`src/verilog/pif_pkg.sv`:
```
// Package for the peripheral interrupt flag block: register map, fields, reset values
package pif_pkg;

    // ------------------------------------------------------------
    // Register map (byte offsets on the plain register port)
    // ------------------------------------------------------------
    localparam int unsigned ADDR_W          = 8;              // Address width
    localparam int unsigned DATA_W          = 8;              // Data width of every register
    localparam logic [7:0]  OFS_TOP_CTRL    = 8'h00;          // Global enable and peripheral gate
    localparam logic [7:0]  OFS_ENABLE_1    = 8'h01;          // Enables for the first flag register
    localparam logic [7:0]  OFS_ENABLE_2    = 8'h02;          // Enables for the second flag register
    localparam logic [7:0]  OFS_FLAGS_1     = 8'h03;          // Serial, capture and timer flags
    localparam logic [7:0]  OFS_FLAGS_2     = 8'h04;          // Protection and converter flags

    // ------------------------------------------------------------
    // Field positions
    // ------------------------------------------------------------
    localparam int unsigned BIT_GLOBAL_EN   = 7;              // global_irq_enable
    localparam int unsigned BIT_PERIPH_GATE = 6;              // peripheral_irq_gate
    localparam int unsigned BIT_TX_EMPTY    = 7;              // tx_buffer_empty_flag
    localparam int unsigned BIT_RX_FULL     = 6;              // rx_buffer_full_flag
    localparam int unsigned BIT_UNUSED_2    = 5;              // Unimplemented bit of set 2

    // ------------------------------------------------------------
    // Masks and reset values
    // ------------------------------------------------------------
    localparam logic [7:0]  TOP_CTRL_MASK   = 8'hC0;          // Implemented control bits
    localparam logic [7:0]  SET2_MASK       = 8'hDF;          // Bit 5 absent in set 2
    localparam logic [7:0]  FLAGS1_SW_MASK  = 8'h3F;          // Software-writable flags of set 1
    localparam logic [7:0]  REG_RESET       = 8'h00;          // Every register resets to zero

    // ------------------------------------------------------------
    // Register port request carrier
    // ------------------------------------------------------------
    typedef struct packed {
        logic              wr;                                // Write strobe
        logic              rd;                                // Read strobe
        logic [ADDR_W-1:0] addr;                              // Register address
        logic [DATA_W-1:0] wdata;                             // Write data
    } pif_bus_req_t;

endpackage : pif_pkg

```
`src/verilog/pif_periph_irq.sv`:
```
// Peripheral interrupt enable and flag registers with the gated interrupt request
//
// The strobed register port and the address map were chosen for this implementation.
`timescale 1ns/1ns
`default_nettype none

module pif_periph_irq #(
    parameter int unsigned DATA_W = pif_pkg::DATA_W           // Register width
) (
    input  wire logic                 clk,                    // 125 MHz system clock
    input  wire logic                 rst_n,                  // Asynchronous reset, active low
    input  wire pif_pkg::pif_bus_req_t bus_req,               // Register port request
    output logic [DATA_W-1:0]         rdata,                  // Read data, cycle after strobe
    input  wire logic [DATA_W-1:0]    flags1_evt,             // Event pulses for flag set 1
    input  wire logic [DATA_W-1:0]    flags2_evt,             // Event pulses for flag set 2
    input  wire logic                 tx_data_written,        // Pulse: transmit data reg written
    input  wire logic                 rx_data_read,           // Pulse: receive data reg read
    output logic                      periph_irq              // Gated peripheral request
);

    // ------------------------------------------------------------
    // Elaboration check
    // ------------------------------------------------------------
    if (DATA_W != 8) begin : g_bad_width
        $error("pif_periph_irq supports only 8-bit registers");
    end

    // ------------------------------------------------------------
    // State
    // ------------------------------------------------------------
    logic [DATA_W-1:0] ctrl_ff,    nxt_ctrl;                  // Global enable and gate
    logic [DATA_W-1:0] en1_ff,     nxt_en1;                   // Enable set 1
    logic [DATA_W-1:0] en2_ff,     nxt_en2;                   // Enable set 2
    logic [DATA_W-1:0] flg1_ff,    nxt_flg1;                  // Flag set 1
    logic [DATA_W-1:0] flg2_ff,    nxt_flg2;                  // Flag set 2
    logic [DATA_W-1:0] rdata_ff,   nxt_rdata;                 // Read data register
    logic              irq_ff,     nxt_irq;                   // Interrupt request register

    // Address match, used by both the write and read paths
    function automatic logic hit(input logic [pif_pkg::ADDR_W-1:0] a,
                                 input logic [7:0] ofs);
        hit = (a == pif_pkg::ADDR_W'(ofs));
    endfunction : hit

    // ------------------------------------------------------------
    // Next-state logic
    // ------------------------------------------------------------
    always_comb begin
        logic [DATA_W-1:0] sw1;                               // Flags 1 after software write
        logic [DATA_W-1:0] sw2;                               // Flags 2 after software write
        logic              pend;                              // Any unmasked flag
        pend      = 1'b0;
        nxt_ctrl  = ctrl_ff;
        nxt_en1   = en1_ff;
        nxt_en2   = en2_ff;
        sw1       = flg1_ff;
        sw2       = flg2_ff;
        nxt_rdata = '0;
        // Register writes
        if (bus_req.wr) begin
            if (hit(bus_req.addr, pif_pkg::OFS_TOP_CTRL)) begin
                nxt_ctrl = bus_req.wdata & pif_pkg::TOP_CTRL_MASK;
            end
            if (hit(bus_req.addr, pif_pkg::OFS_ENABLE_1)) begin
                nxt_en1 = bus_req.wdata;
            end
            if (hit(bus_req.addr, pif_pkg::OFS_ENABLE_2)) begin
                nxt_en2 = bus_req.wdata & pif_pkg::SET2_MASK;
            end
            // Software may set or clear bits 5:0 of set 1; the tx and rx buffer flags (bits 7, 6) keep their value
            if (hit(bus_req.addr, pif_pkg::OFS_FLAGS_1)) begin
                sw1 = (flg1_ff & ~pif_pkg::FLAGS1_SW_MASK)
                    | (bus_req.wdata & pif_pkg::FLAGS1_SW_MASK);
            end
            if (hit(bus_req.addr, pif_pkg::OFS_FLAGS_2)) begin
                sw2 = bus_req.wdata & pif_pkg::SET2_MASK;
            end
        end
        // Buffer flags clear on the data register accesses
        if (tx_data_written) begin
            sw1[pif_pkg::BIT_TX_EMPTY] = 1'b0;
        end
        if (rx_data_read) begin
            sw1[pif_pkg::BIT_RX_FULL] = 1'b0;
        end
        // Events set flags whatever the enables; the set wins
        nxt_flg1 = sw1 | flags1_evt;
        nxt_flg2 = (sw2 | flags2_evt) & pif_pkg::SET2_MASK;
        // Read path
        if (bus_req.rd) begin
            unique case (1'b1)
                hit(bus_req.addr, pif_pkg::OFS_TOP_CTRL): nxt_rdata = ctrl_ff;
                hit(bus_req.addr, pif_pkg::OFS_ENABLE_1): nxt_rdata = en1_ff;
                hit(bus_req.addr, pif_pkg::OFS_ENABLE_2): nxt_rdata = en2_ff;
                hit(bus_req.addr, pif_pkg::OFS_FLAGS_1):  nxt_rdata = flg1_ff;
                hit(bus_req.addr, pif_pkg::OFS_FLAGS_2):  nxt_rdata = flg2_ff;
                default:                                  nxt_rdata = '0;
            endcase
        end
        // Request from current flags and enables, every cycle
        pend    = |((flg1_ff & en1_ff) | (flg2_ff & en2_ff));
        nxt_irq = pend
                & ctrl_ff[pif_pkg::BIT_PERIPH_GATE]
                & ctrl_ff[pif_pkg::BIT_GLOBAL_EN];
    end

    // ------------------------------------------------------------
    // Registers
    // ------------------------------------------------------------
    always_ff @(posedge clk or negedge rst_n) begin
        if (!rst_n) begin
            ctrl_ff  <= pif_pkg::REG_RESET;
            en1_ff   <= pif_pkg::REG_RESET;
            en2_ff   <= pif_pkg::REG_RESET;
            flg1_ff  <= pif_pkg::REG_RESET;
            flg2_ff  <= pif_pkg::REG_RESET;
            rdata_ff <= pif_pkg::REG_RESET;
            irq_ff   <= 1'b0;
        end else begin
            ctrl_ff  <= nxt_ctrl;
            en1_ff   <= nxt_en1;
            en2_ff   <= nxt_en2;
            flg1_ff  <= nxt_flg1;
            flg2_ff  <= nxt_flg2;
            rdata_ff <= nxt_rdata;
            irq_ff   <= nxt_irq;
        end
    end

    assign rdata      = rdata_ff;
    assign periph_irq = irq_ff;

endmodule : pif_periph_irq

`default_nettype wire

```
`config.mk`:
```
export PLATFORM = sky130hd
export DESIGN_NAME = pif_periph_irq
export DESIGN_NICKNAME = d
export VERILOG_FILES = /design/src/verilog/pif_pkg.sv /design/src/verilog/pif_periph_irq.sv
export SDC_FILE = /design/constraint.sdc
export NUM_CORES = 1
export LEC_CHECK = 0
export ABC_AREA = 1
export ABC_CLOCK_PERIOD_IN_PS = 2200
export BUFFER_PORTS_ARGS = -buffer_cell sky130_fd_sc_hd__buf_2
export CAP_MARGIN = 10
export CORE_ASPECT_RATIO = 1.5
export CORE_MARGIN = 2
export CORE_UTILIZATION = 35
export DETAILED_ROUTE_END_ITERATION = 8
export GPL_TIMING_DRIVEN = 0
export SYNTH_ARGS = -nofsm -noshare
export SYNTH_HDL_FRONTEND = slang
export SYNTH_SLANG_ARGS = --single-unit
```
`constraint.sdc`:
```
create_clock -name clk -period 2.2 [get_ports clk]
set_input_delay 0 -clock clk [delete_from_list [all_inputs] [get_ports clk]]
set_output_delay 0 -clock clk [all_outputs]
set_load 0.01 [all_outputs]
```
==> metrics <==
post-CTS sizing 0; post-DP HPWL 3730 um; clock sink count 41; CTS max path bufs 2; Final setup viols 0; number of CTS-inserted buffers 5; Syn Area/Cell 8.12 um2; global-route wire length before repair 8750 um; final hold vios 0; Vias 1,876; critical path capture point type flip-flop; Worst Hold Class in -> reg; CTS tree built; Tot GR Track Use 0.176; sequential share of power 0.498; Gate power share 0.100; io pins 47; Yosys cell types 20; status finished, final reports clean; Layout Nets 378; Worst Path Class, Setup in -> reg; Slew headroom 0.393; met3 Track Usage GR 0.0253; Hold Buf Count CTS 33; H-tree levels 2; largest net degree at the start of global routing 42; Post-Route Skew 0.00339 ns; Synth Register Bits 41; reg2reg end flg1_ff[4]; fin crit period 1.58 ns; internal power 1.22 mW; synth warn 0; total die area 6560 um2; Reg-to-Reg Start flg1_ff[4]; Total Wirelength 5210 um; crit path DAT 1.76 ns; fmax 0.632 GHz; post-route setup TNS 0 ns; Post-CTS Setup Bufs 0; drt drc 0; number of max-cap violations 0; antenna-violating nets left 0; Chip Width 66.8 um; WL per Instance 12.6 um; GP Congestion 0.800; Req. time, crit path 2.37 ns; ant diodes 0; Slew @ Worst Pin 0.911 ns; core area 5740 um2; Netlist Area Pre-Place 2070 um2; die height 98.2 um; crit path from bus_req[8]; Via-to-Cell Ratio 4.54; commonest non-fill, non-tap cell in the layout nand2_1; grt peak-use layer met2; Core Rows 34; Max VDD drop 0.238 mV; Root Buffer clkbuf_8; most frequent cells in the layout nand2_1 (106), buf_2 (45), dfrtp_1 (41); share of layout cells above drive strength 1 0.261; RSZ-0062 raised after global routing false; crit share post-route 0.720; DRT iter0 DRCs 63; First-pass DRT Iterations 4; filler instances 586; Starting Density 0.360; met1 GRT Util 0.198; Psw 0.360 mW; Clock power frac 0.401; Syn Inst Count 255; pwr dens 557 nW/um2; # port buffers 45; clock slew at reported path FFs 0.08 ns; Critical Path End flg2_ff[4]; Tot Pwr 1.58 mW; flop-to-flop setup slack 0.92 ns; Max Fanout on Critical Path 8; Static Leak 1.36 nW; vias in the first global route 1,918; global route overflow 0; Skew-Pair Late Insertion Delay 0.29 ns; Seq/Total Area, Yosys 0.496; Switching Share 0.228; met2 Use GR 0.322; max-slew violation count 0; Area Growth Syn to Fin 36.8%; CP Launch Type input pin; syn_nets 293; Worst Reg-to-Reg Cells 3; initial antenna violation count 0
## how the worst min path moves through the flow
stage / slack [ns] / cells after the start / start / end
6_report: 0.004 / 3 / bus_req[4] / en1_ff[4]
5_1_grt: 0.02 / 3 / bus_req[1] / en2_ff[1]
4_1_cts: 0.004 / 3 / bus_req[4] / en1_ff[4]
3_5_place_dp: 0.18 / 3 / flags1_evt[0] / flg1_ff[0]
3_3_place_gp: 0.18 / 3 / flags1_evt[3] / flg1_ff[3]
2_1_floorplan: -0.30 / 0 / rst_n / ctrl_ff[6]
## critical path, stage by stage
cell           delay [ns]
buf_2                0.12
inv_1                0.06
nand2_1              0.07
nor2_2               0.16
nand2_1              0.15
nor2_4               0.27
inv_2                0.16
a21oi_1              0.15
nand2_1              0.05
dlygate4sd3_1        0.55
## Yosys cell counts
cell type | number | share of area
nor2_2 | 4 | 0.012
inv_2 | 6 | 0.011
inv_1 | 17 | 0.031
buf_6 | 4 | 0.022
nand2_1 | 106 | 0.19
nand2_2 | 1 | 0.0030
nand3_1 | 11 | 0.027
nand4_1 | 4 | 0.012
dfrtp_1 | 41 | 0.50
nor2_8 | 1 | 0.0097
a21oi_1 | 17 | 0.041
nor3_1 | 1 | 0.0024
nand2_4 | 4 | 0.022
o21ai_0 | 3 | 0.0073
nor2_1 | 14 | 0.025
o21ai_2 | 14 | 0.059
buf_4 | 1 | 0.0036
o21bai_1 | 2 | 0.0073
and2_1 | 2 | 0.0060
nor2_4 | 2 | 0.011
## through the flow
stage                     area (um2)  utilization  hold WS, ns  setup WS [ns]  cells
after detailed placement        2380        0.415        0.184          0.853    372
after global routing            2830        0.493       0.0210          0.452    413
final                           2830        0.493      0.00448          0.617    413
after CTS                       2830        0.493      0.00360          0.614    413
after floorplan                 2070            -       -0.296           1.26    255
after global placement          2380        0.415        0.181          0.881    372
## power groups by stage
stage	Combinational, mW	Clock, mW	Sequential, mW
after global placement	0.130	0	0.800
final	0.158	0.633	0.786
after detailed placement	0.132	0	0.801
after global routing	0.177	0.670	0.788
after floorplan	0.0654	0	0.797
after CTS	0.161	0.637	0.786
## cells by family (layout without fill, tap and decap cells)
family,Yosys count,after routing,share of synthesized area
simple gates,150,150,0.322
flops,41,41,0.496
buf+inv,28,114,0.0671
compound gates,36,36,0.115
## registers in the layout (all words and copies together), names as in the netlist
| register | cells |
|---|---|
| ctrl_ff | 2 |
| en1_ff | 8 |
| en2_ff | 7 |
| flg1_ff | 8 |
| flg2_ff | 7 |
| periph_irq | 1 |
| rdata | 8 |
## layer usage
layer,wire [um],vias to the layer above
li1,-,971
met1,2160,854
met2,2780,42
met3,162,9
met4,106,0
met5,0,-
## area by class of cell
cell class	instances	area, um2	share of cell area
clock inverters	1	30.0	0.0106
plain buffers	5	52.6	0.0186
flip-flops and latches	41	1030	0.362
repair buffers	78	556	0.196
inverters	23	86.3	0.0305
well taps	72	90.1	0.0318
multi-input cells	186	905	0.319
clock buffers	7	86.3	0.0305
(Power assumes the default switching activity.)
